## src/verilog/afb_pkg.sv

```systemverilog
// Purpose: Constants and types for the parallel FIFO / bit-bang port.
// Assumes: 100 MHz clk_sys, synchronous active-high reset.
// Notes:   Register offsets are byte addresses on a 32-bit Avalon slave.
//
// Summary of operation
// FIFO mode: data bus is input; driven only while read strobe is low.
// Receive flag low when a byte waits; no read while it is high.
// After read strobe rises, receive flag goes high; low again if more.
// Transmit flag low when a byte fits; write by strobing high then low.
// Read strobe falling edge puts current receive byte on the bus.
// Read strobe rising edge advances the receive buffer to the next byte.
// Write strobe falling edge captures the bus byte into transmit buffer.
// During reset both flag outputs are undriven, pulled high outside.
// Suspended and wake enabled: wake strobe low requests a bus resume.
// Not suspended: wake strobe low flushes buffered transmit data.
// FIFO mode is chosen only by the stored port-mode setting.
// Bit-bang mode makes the eight lines a host-driven bidirectional bus.
// Synchronous and asynchronous bit-bang share the same pins and strobes.
// Bit-bang: write strobe output pulses low when new data is driven.
// Bit-bang: read strobe output rises once the pins have been sampled.
// Transmit flag high while transmit buffer is full, low once space.

package afb_pkg;

    // ************************************************************
    // Sizes
    // ************************************************************
    localparam int       DW         = 8;
    localparam int       FIFO_DEPTH = 16;
    localparam int       CNT_W      = 5;
    localparam logic [4:0] CNT_FULL = 5'h10;
    localparam logic [4:0] CNT_ZERO = 5'h00;

    // ************************************************************
    // Register map (byte addresses)
    // ************************************************************
    localparam logic [4:0] REG_CTRL    = 5'h00;
    localparam logic [4:0] REG_STAT    = 5'h04;
    localparam logic [4:0] REG_RX_PUSH = 5'h08;
    localparam logic [4:0] REG_TX_POP  = 5'h0C;
    localparam logic [4:0] REG_BB_OUT  = 5'h10;
    localparam logic [4:0] REG_BB_DIR  = 5'h14;
    localparam logic [4:0] REG_BB_IN   = 5'h18;

    // Control fields
    localparam int       CTRL_WAKE_EN = 2;
    localparam int       CTRL_SUSPEND = 3;
    localparam logic [7:0] CTRL_RST   = 8'h00;

    // Status fields
    localparam int       ST_RESUME = 0;
    localparam int       ST_FLUSH  = 1;

    // ************************************************************
    // Types
    // ************************************************************
    typedef enum logic [1:0] {
        MODE_FIFO     = 2'b00,
        MODE_BB_ASYNC = 2'b01,
        MODE_BB_SYNC  = 2'b10,
        MODE_OFF      = 2'b11
    } afb_mode_t;

    typedef struct packed {
        logic [7:0] data;
        logic       rd_n;
        logic       wr_n;
        logic       wake_n;
    } afb_pin_in_t;

    typedef struct packed {
        logic [7:0] data;
        logic [7:0] data_oe;
        logic       rx_avail_n;
        logic       rx_avail_oe;
        logic       tx_space_n;
        logic       tx_space_oe;
        logic       power_enable_n;
        logic       pin_write_pulse_n;
        logic       pin_sample_pulse_n;
    } afb_pin_out_t;

    localparam afb_pin_out_t PIN_RST = '{
        data: 8'h00, data_oe: 8'h00,
        rx_avail_n: 1'b1, rx_avail_oe: 1'b0,
        tx_space_n: 1'b1, tx_space_oe: 1'b0,
        power_enable_n: 1'b1,
        pin_write_pulse_n: 1'b1, pin_sample_pulse_n: 1'b1
    };

endpackage

```

## src/verilog/afb_port.sv

```systemverilog
// Purpose: Parallel FIFO / bit-bang port of one channel, Avalon slave.
// Assumes: Pin inputs synchronous to clk_sys; one clock domain.
// Notes:   Software plays the USB side through the register map.
//
// Design decisions made here: the address map and register access over Avalon-MM.
`timescale 1ns/1ps

// ****************************************************************
// Buffer
// ****************************************************************
module afb_fifo #(
    parameter int W = 8,
    parameter int D = 16
) (
    // Clock and reset
    input  logic                   clk_sys,
    input  logic                   rst,
    // Fill side
    input  logic                   in_valid,
    output logic                   in_ready,
    input  logic [W-1:0]           in_data,
    // Drain side
    output logic                   out_valid,
    input  logic                   out_ready,
    output logic [W-1:0]           out_data,
    output logic [$clog2(D):0]     count
);
    localparam int PW = $clog2(D);
    localparam logic [PW:0] FULL = (PW+1)'(D);

    typedef struct packed {
        logic [D-1:0][W-1:0] mem;
        logic [PW-1:0]       wp;
        logic [PW-1:0]       rp;
        logic [PW:0]         cnt;
    } afb_fifo_st_t;

    afb_fifo_st_t s_reg;
    afb_fifo_st_t s_next;
    logic         push;
    logic         pop;

    assign in_ready  = (s_reg.cnt != FULL);
    assign out_valid = (s_reg.cnt != '0);
    assign out_data  = s_reg.mem[s_reg.rp];
    assign count     = s_reg.cnt;
    assign push      = in_valid & in_ready;
    assign pop       = out_valid & out_ready;

    always_comb begin
        s_next = s_reg;
        if (push) begin
            s_next.mem[s_reg.wp] = in_data;
            s_next.wp            = s_reg.wp + PW'(1);
        end
        if (pop) begin
            s_next.rp = s_reg.rp + PW'(1);
        end
        s_next.cnt = s_reg.cnt + (PW+1)'(push) - (PW+1)'(pop);
    end

    always_ff @(posedge clk_sys) begin
        if (rst) begin
            s_reg <= '0;
        end else begin
            s_reg <= s_next;
        end
    end
endmodule // afb_fifo

// ****************************************************************
// Port
// ****************************************************************
module afb_port (
    // Clock and reset
    input  logic                 clk_sys,
    input  logic                 rst,
    // Avalon-MM slave
    input  logic [4:0]           avs_address,
    input  logic                 avs_read,
    input  logic                 avs_write,
    input  logic [3:0]           avs_byteenable,
    input  logic [31:0]          avs_writedata,
    output logic [31:0]          avs_readdata,
    output logic                 avs_waitrequest,
    // Parallel pins
    input  afb_pkg::afb_pin_in_t  pin_i,
    output afb_pkg::afb_pin_out_t pin_o
);
    typedef struct packed {
        afb_pkg::afb_pin_out_t pin;
        logic [31:0]           rdata;
        logic                  waitreq;
        logic [7:0]            ctrl;
        logic [7:0]            bb_out;
        logic [7:0]            bb_dir;
        logic [7:0]            bb_in;
        logic                  rd_n_q;
        logic                  wr_n_q;
        logic                  wake_n_q;
        logic                  resume_req;
        logic                  flush_req;
    } afb_port_st_t;

    localparam afb_port_st_t ST_RST = '{
        pin: afb_pkg::PIN_RST, waitreq: 1'b1,
        ctrl: afb_pkg::CTRL_RST,
        rd_n_q: 1'b1, wr_n_q: 1'b1, wake_n_q: 1'b1,
        default: '0
    };

    afb_port_st_t        s_reg;
    afb_port_st_t        s_next;
    afb_pkg::afb_mode_t  mode;
    logic                rd_fall;
    logic                rd_rise;
    logic                wr_fall;
    logic                wake_fall;
    logic                req;
    logic                commit;
    logic                stall;
    logic                rx_push;
    logic                rx_pop;
    logic                rx_ready;
    logic                rx_valid;
    logic [7:0]          rx_head;
    logic [4:0]          rx_cnt;
    logic [4:0]          rx_cnt_next;
    logic                tx_push;
    logic                tx_pop;
    logic                tx_ready;
    logic                tx_valid;
    logic [7:0]          tx_head;
    logic [4:0]          tx_cnt;
    logic [4:0]          tx_cnt_next;
    logic [31:0]         rd_mux;

    // ************************************************************
    // Buffers: bytes towards the pins and bytes from the pins
    // ************************************************************
    afb_fifo #(.W(afb_pkg::DW), .D(afb_pkg::FIFO_DEPTH)) u_rx (
        .clk_sys   (clk_sys),
        .rst       (rst),
        .in_valid  (rx_push),
        .in_ready  (rx_ready),
        .in_data   (avs_writedata[7:0]),
        .out_valid (rx_valid),
        .out_ready (rx_pop),
        .out_data  (rx_head),
        .count     (rx_cnt)
    );

    afb_fifo #(.W(afb_pkg::DW), .D(afb_pkg::FIFO_DEPTH)) u_tx (
        .clk_sys   (clk_sys),
        .rst       (rst),
        .in_valid  (tx_push),
        .in_ready  (tx_ready),
        .in_data   (pin_i.data),
        .out_valid (tx_valid),
        .out_ready (tx_pop),
        .out_data  (tx_head),
        .count     (tx_cnt)
    );

    // Mode comes only from the stored port-mode setting
    assign mode      = afb_pkg::afb_mode_t'(s_reg.ctrl[1:0]);
    assign rd_fall   = s_reg.rd_n_q & ~pin_i.rd_n;
    assign rd_rise   = ~s_reg.rd_n_q & pin_i.rd_n;
    assign wr_fall   = s_reg.wr_n_q & ~pin_i.wr_n;
    assign wake_fall = s_reg.wake_n_q & ~pin_i.wake_n;
    assign req       = avs_read | avs_write;
    assign commit    = req & ~s_reg.waitreq;
    // Full receive buffer holds the bus write off: real back-pressure
    assign stall     = avs_write & (avs_address == afb_pkg::REG_RX_PUSH)
                       & ~rx_ready;

    // ************************************************************
    // Read data
    // ************************************************************
    always_comb begin
        unique case (avs_address)
            afb_pkg::REG_CTRL:   rd_mux = {24'h000000, s_reg.ctrl};
            afb_pkg::REG_STAT:   rd_mux = {11'h000, tx_cnt, 3'h0, rx_cnt,
                                           4'h0, ~s_reg.pin.tx_space_n,
                                           ~s_reg.pin.rx_avail_n,
                                           s_reg.flush_req,
                                           s_reg.resume_req};
            afb_pkg::REG_TX_POP: rd_mux = {23'h000000, tx_valid, tx_head};
            afb_pkg::REG_BB_DIR: rd_mux = {24'h000000, s_reg.bb_dir};
            afb_pkg::REG_BB_IN:  rd_mux = (mode == afb_pkg::MODE_BB_ASYNC)
                                          ? {24'h000000, pin_i.data}
                                          : {24'h000000, s_reg.bb_in};
            default:             rd_mux = 32'h00000000;
        endcase
    end

    // ************************************************************
    // Next state
    // ************************************************************
    always_comb begin
        s_next   = s_reg;
        rx_push  = 1'b0;
        rx_pop   = 1'b0;
        tx_push  = 1'b0;
        tx_pop   = 1'b0;
        s_next.rd_n_q   = pin_i.rd_n;
        s_next.wr_n_q   = pin_i.wr_n;
        s_next.wake_n_q = pin_i.wake_n;
        // Flags driven from the first cycle out of reset
        s_next.pin.rx_avail_oe = 1'b1;
        s_next.pin.tx_space_oe = 1'b1;
        s_next.pin.power_enable_n = s_reg.ctrl[afb_pkg::CTRL_SUSPEND];
        s_next.pin.pin_write_pulse_n  = 1'b1;
        s_next.pin.pin_sample_pulse_n = 1'b1;

        // Bus: one wait cycle unless stalled, data prepared before the taking edge
        s_next.waitreq = 1'b1;
        if (req && s_reg.waitreq && !stall) begin
            s_next.waitreq = 1'b0;
            s_next.rdata   = rd_mux;
            if (avs_read && avs_address == afb_pkg::REG_BB_IN &&
                mode == afb_pkg::MODE_BB_ASYNC) begin
                s_next.bb_in                  = pin_i.data;
                s_next.pin.pin_sample_pulse_n = 1'b0;
            end
        end
        if (commit && avs_write && avs_byteenable[0]) begin
            unique case (avs_address)
                afb_pkg::REG_CTRL: begin
                    s_next.ctrl = avs_writedata[7:0];
                end
                afb_pkg::REG_STAT: begin
                    if (avs_writedata[afb_pkg::ST_RESUME]) begin
                        s_next.resume_req = 1'b0;
                    end
                    if (avs_writedata[afb_pkg::ST_FLUSH]) begin
                        s_next.flush_req = 1'b0;
                    end
                end
                afb_pkg::REG_RX_PUSH: begin
                    rx_push = 1'b1;
                end
                afb_pkg::REG_BB_OUT: begin
                    s_next.bb_out = avs_writedata[7:0];
                    if (mode == afb_pkg::MODE_BB_SYNC) begin
                        // Sync variant samples before the new value lands
                        s_next.bb_in                  = pin_i.data;
                        s_next.pin.pin_sample_pulse_n = 1'b0;
                    end
                    if (mode == afb_pkg::MODE_BB_SYNC ||
                        mode == afb_pkg::MODE_BB_ASYNC) begin
                        s_next.pin.pin_write_pulse_n = 1'b0;
                    end
                end
                afb_pkg::REG_BB_DIR: begin
                    s_next.bb_dir = avs_writedata[7:0];
                end
                default: begin
                end
            endcase
        end
        if (commit && avs_read && avs_address == afb_pkg::REG_TX_POP) begin
            tx_pop = tx_valid;
        end

        // Wake strobe events after the clear, so a set is never lost
        if (wake_fall) begin
            if (s_reg.pin.power_enable_n &&
                s_reg.ctrl[afb_pkg::CTRL_WAKE_EN]) begin
                s_next.resume_req = 1'b1;
            end else if (!s_reg.pin.power_enable_n) begin
                s_next.flush_req = 1'b1;
            end
        end

        // Pin behaviour per mode
        unique case (mode)
            afb_pkg::MODE_FIFO: begin
                s_next.pin.data_oe = {8{~pin_i.rd_n}};
                if (rd_fall) begin
                    s_next.pin.data = rx_head;
                end
                if (rd_rise) begin
                    rx_pop = rx_valid;
                end
                if (wr_fall) begin
                    tx_push = tx_ready;
                end
            end
            afb_pkg::MODE_BB_ASYNC,
            afb_pkg::MODE_BB_SYNC: begin
                // Same pins and strobes in both variants
                s_next.pin.data    = s_next.bb_out;
                s_next.pin.data_oe = s_next.bb_dir;
            end
            afb_pkg::MODE_OFF: begin
                s_next.pin.data_oe = 8'h00;
            end
        endcase

        // Flags follow next-cycle counts so they never lag a transfer
        rx_cnt_next = rx_cnt + {4'h0, rx_push} - {4'h0, rx_pop};
        tx_cnt_next = tx_cnt + {4'h0, tx_push} - {4'h0, tx_pop};
        s_next.pin.rx_avail_n = (mode != afb_pkg::MODE_FIFO) | rd_rise
                                | (rx_cnt_next == afb_pkg::CNT_ZERO);
        s_next.pin.tx_space_n = (mode != afb_pkg::MODE_FIFO)
                                | (tx_cnt_next == afb_pkg::CNT_FULL);
    end

    always_ff @(posedge clk_sys) begin
        if (rst) begin
            s_reg <= ST_RST;
        end else begin
            s_reg <= s_next;
        end
    end

    assign avs_readdata    = s_reg.rdata;
    assign avs_waitrequest = s_reg.waitreq;
    assign pin_o           = s_reg.pin;
endmodule // afb_port

```

## config.mk

```make
export PLATFORM = sky130hd
export DESIGN_NAME = afb_port
export DESIGN_NICKNAME = d
export VERILOG_FILES = /design/src/verilog/afb_pkg.sv /design/src/verilog/afb_port.sv
export SDC_FILE = /design/constraint.sdc
export NUM_CORES = 1
export LEC_CHECK = 0
export BUFFER_PORTS_ARGS = -buffer_cell sky130_fd_sc_hd__buf_2
export CAP_MARGIN = 15
export CORE_ASPECT_RATIO = 0.5
export CORE_UTILIZATION = 45
export CTS_CLUSTER_SIZE = 25
export DETAILED_ROUTE_END_ITERATION = 8
export HOLD_SLACK_MARGIN = 0.15
export SYNTH_ARGS = -nofsm -noshare
export SYNTH_HDL_FRONTEND = slang
export SYNTH_SLANG_ARGS = --single-unit
```

## constraint.sdc

```tcl
create_clock -name clk_sys -period 3.4 [get_ports clk_sys]
set_input_delay 0.17 -clock clk_sys [delete_from_list [all_inputs] [get_ports clk_sys]]
set_output_delay 0.17 -clock clk_sys [all_outputs]
set_load 0.1 [all_outputs]
```

Yosys cells after proc, flatten, opt, wreduce, memory -nomap -nowiden. Cells that the tools add are included.

Flip-flop bits (word level): 375.

Add/sub/neg operators: 12. Magnitude comparators: 6. Equal/unequal tests: 13. Multiplexer cells: 45. Bitwise logic cells: 25. Reductions and logical operators: 24.

Operators by type and width (number): $bwmux W128 (2); $pmux W21 S5 (1); $mux W8 (13); $mux W76 (1); $bmux W8 S4 (2); $demux W8 S4 (2); $mux W34 (1); $mux W32 (1); $pmux W8 S3 (1); $add A5 B1 Y5 (4); $eq A5 B5 Y1 const B (4); $lt A4 B5 Y1 const B (4); $sub A5 B1 Y5 (4); $add A4 B1 Y4 const B (4); $pmux W8 S2 (1); $mux W1 (15); $and A1 B1 Y1 (11); $logic_and A1 B1 Y1 (11); $eq A5 B4 Y1 const B (2); $logic_not A5 Y1 (2); $mux W2 (5); $ne A5 B5 Y1 const B (2); $not A1 Y1 (10); $reduce_bool A5 Y1 (2); 13 further kinds (20).

Depth between registers and ports, before layout.
Depth after elaboration: 10. Depth in mapped cells: 14. Gate-level depth less buffers: 14.

Hierarchy. From an unflattened synthesis, not the netlist that was laid out.

Cells, all modules: 1620. Area total of the unflattened synthesis: 17037.6 µm².

Modules (own cells, without submodules): afb_fifo (u_rx) (times used 1, cells each 597, area an instance 6482.5 µm², sequential area each 2822.7 µm²); afb_fifo (u_tx) (times used 1, cells each 595, area an instance 6472.5 µm², sequential area each 2822.7 µm²); afb_port (times used 1, cells each 428, area an instance 4082.7 µm², sequential area each 1561.5 µm²).

Least setup slack after synthesis. No wires, ideal clock.

Path kind: register to register. Start: register s_reg (netlist bit avs_waitrequest). End: register s_reg (netlist bit pin_o[4]). Arrival: 2.696 ns. Path slack: 0.617 ns. Stages on the path, launching flop included: 13. Buffers on the path: 0. Clock period less this slack: 2.783 ns. Cell sequence: dfxtp_1 -> nand2b_1 -> nor4_1 -> ha_1 -> inv_1 -> ha_1 -> inv_1 -> fa_1 -> inv_1 -> a21oi_1 -> o21bai_1 -> xnor2_1 -> o31ai_1.

Cells in the longest elaborated chain, start to end: 8.

RTL lines: start: declaration (RTL line afb_port.sv:112) `afb_port_st_t s_reg;`; start signal: assignment (RTL line afb_port.sv:314) `s_reg <= s_next;`; $not A1 Y1 (RTL line afb_port.sv:172) `assign commit = req & ~s_reg.waitreq;`; $and A1 B1 Y1 (RTL line afb_port.sv:172); $logic_and A1 B1 Y1 (2 in series) (RTL line afb_port.sv:262) `if (commit && avs_read && avs_address == afb_pkg::REG_TX_POP) begin`; $mux W1 (RTL line afb_port.sv:262); $sub A5 B1 Y5 (RTL line afb_port.sv:303) `tx_cnt_next = tx_cnt + {4'h0, tx_push} - {4'h0, tx_pop};`; $eq A5 B5 Y1 (RTL line afb_port.sv:307) `| (tx_cnt_next == afb_pkg::CNT_FULL);`; $or A1 B1 Y1 (RTL line afb_port.sv:307).

Every way passes these cells. A chain may end at the register's enable or synchronous reset.

Worst setup path in the final report.
Start: register u_rx.s_reg (netlist bit u_rx.count[3]). End: register s_reg (netlist bit avs_readdata[2]).

Cells in the longest elaborated chain, start to end: 5.

RTL lines: start: declaration (RTL line afb_port.sv:38) `afb_fifo_st_t s_reg;`; start signal: assignment (RTL line afb_port.sv:66) `s_reg <= s_next;`; $ne A5 B5 Y1 (RTL line afb_port.sv:43) `assign in_ready = (s_reg.cnt != FULL);`; $not A1 Y1 (RTL line afb_port.sv:175) `& ~rx_ready;`; $and A1 B1 Y1 (RTL line afb_port.sv:175); $logic_not A1 Y1 (RTL line afb_port.sv:218) `if (req && s_reg.waitreq && !stall) begin`; $logic_and A1 B1 Y1 (RTL line afb_port.sv:218).

Every way passes these cells.

==> metrics.cfg <==
[placed_design]
dp_slack_ps = 550.3
dp_hpwl_mm = 27.55
gp_congestion = 0.8619
placed_cells = 2245
portBuffers = 70

[clock_tree]
cts_setup_buffers = 0
cts_tree = done
clk_latency_ps = 530
htreeDepth = 2
cts_num_sinks = 360
clock_tree.root_cell = clkbuf_16
clk_pin_slew_ps = 60
numCtsBuffers = 35
cts.path.max_buffers = 3

[worst_setup_path]
r2r_end = avs_readdata[2]
start_kind = flop
path_buf_inv = 3
worstSetupEndpointType = flop
reg2reg_from = u_rx.count[3]
cp_num_cells = 9
ff2ff_setup_slack_ps = 410
crit_type = flop to flop
critPathRequiredTime_ps = 3820
critPathArrivalTime_ps = 3410
r2r_cells = 9
path_delay_family = buffers and inverters
max_stage_delay_ps = 870
cp-endpoint = avs_readdata[2]
critPathMaxFanout = 13
setup.worst_path.start = u_rx.count[3]
crit_slowest_cell = dlygate4sd3_1
path_cells = inv_1 -> ha_1 -> nor4bb_1 -> buf_4 -> a41o_1 -> nor4_4 -> dlygate4sd3_1 -> a21oi_1 -> a311oi_1

[sta]
worst_pin_slew_ps = 1031
setup-tns-final_ps = 0
setup_ws_ps = 408.6
fin_crit_sh = 0.8798
fmax_mhz = 334.3
setup_viol = 0
slew_headroom = 0.3116
hold_viol = 0
fin_crit_ps = 2991
rsz0062_at_grt = no
final_max_slew_viol_count = 0
skew_ps = 25.20

[synth]
ys_seq_area_frac = 0.4301
async_reset_ff_frac = 0
synthTopCellsByCount = 360 x dfxtp_1, 311 x nand2_1, 224 x mux2i_1
syn_inst = 1837
synth_area_leaders = dfxtp_1 43%, mux2i_1 13%, nand2_1 7.0%
syn_avg_cell_area_um2 = 9.121
yosys_warnings = 0
synth_top_area_frac = 0.4301
yosys.cell_count.top_type = dfxtp_1
synth_ff_type = dfxtp_1
yosysUniqueCellTypes = 57
synth_top_cell_by_area = dfxtp_1
synth_edf_count = 0
ys_seq_elements = 360
syn_area_um2 = 16750

[grt]
grt_pass1_vias = 11771
grt_max_degree = 129
grt_pass1_wl_mm = 66.39
overflow = 0
antenna_found_initial = 1
grt_usage = 0.2187

[routing]
first_pass_iters = 7
via_per_inst = 5.355
wl_mm = 41.91
route.detailed.drc = 1
wl_per_cell_um = 18.01
dr_total_vias = 12461
postRouteAntennaNets = 0
initialDrtViolationCount = 889

[floorplanning]
rows = 49
die_area_um2 = 38060
fp.dieW_um = 274.9
start_util = 0.4616
ios = 112
dieHeight_um = 138.4
core_area_um2 = 36290

[pwr]
p_per_area_nw_per_um2 = 522.3
ir_drop_mv = 0.2873
p_leak_nw = 7.282

[status]
violations = design-rule violations
status = complete, but fails checks

[cells_and_area]
n_antenna_cell = 0
drive_gt1_frac = 0.1237
fin_cells = 2327
fillers = 3446
syn_to_final_growth_pct = 10.04
nets = 1912

[run]
maxCapViolations = 0

[min_path]
hold_class = input port to flop

## through the flow
step / instance area [µm²] / utilization / power [mW] / hold slack [ps]
final: 18440 / 0.5080 / 9.629 / 97.20
after global routing: 18440 / 0.5080 / 10.02 / 192.6
after CTS: 18440 / 0.5080 / 9.718 / 167.8
after detailed placement: 17060 / 0.4700 / 5.737 / 391.6
after global placement: 17060 / 0.4700 / 5.736 / 383.8
after floorplan: 16800 / - / 5.516 / 267.9
## report_power, final
part           total, mW  switching, mW  internal (mW)
sequential          4.40         0.0884           4.31
clock               3.96           1.67           2.29
combinational       1.27          0.858          0.414
## cell families after synthesis
family	after synthesis	share of synthesized area
fa+ha+maj	36	0.02868
xor+xnor	25	0.01307
buf+inv	215	0.06392
mux	274	0.1896
flops	360	0.4301
compound gates	276	0.09850
other cells	1	0.0002238
simple gates	650	0.1759
## per-layer routing
metal,up-vias,part of all wire,GRT usage
met4,2,0.018,0.04914
met1,5942,0.49,0.3137
met3,51,0.036,0.03057
met2,248,0.46,0.3481
li1,6218,-,-
met5,-,0.00024,0
## repair_timing
item,in CTS,in global routing
hold endpoints to repair,229,0
hold buffers,22,0
resized for setup,0,0
## cell type report
class	instances	area, µm²	area share
tap	484	605.6	0.03284
clock buffer	51	1047	0.05680
clock inverter	9	110.1	0.005972
timing repair buffer	114	795.8	0.04316
inverter	34	127.6	0.006922
sequential	360	7212	0.3912
multi-input combinational	1275	8539	0.4632
## placed cells by master, fill, tap and decap left out, types with 22 or more instances in the layout
| cell type | n |
|---|---|
| dfxtp_1 | 358 |
| nand2_1 | 311 |
| mux2i_1 | 224 |
| nor2_1 | 189 |
| a21oi_1 | 174 |
| buf_2 | 69 |
| nand3_1 | 51 |
| clkbuf_16 | 36 |
| inv_1 | 34 |
| mux4_2 | 33 |
| ha_1 | 32 |
| a22oi_1 | 31 |
| dlygate4sd3_1 | 22 |
## worst min path at each step
stage / from / end / slack, ps / depth (start not counted)
6_report: rst / u_rx.count[1] / 100 / 2
5_1_grt: rst / u_tx.count[2] / 190 / 2
4_1_cts: rst / u_rx.count[1] / 170 / 2
3_5_place_dp: pin_i[0] / s_reg[2] / 390 / 2
3_3_place_gp: pin_i[0] / s_reg[2] / 380 / 2
2_1_floorplan: pin_i[2] / s_reg[4] / 270 / 2
Note: power is estimated with default switching activity, not from simulation.
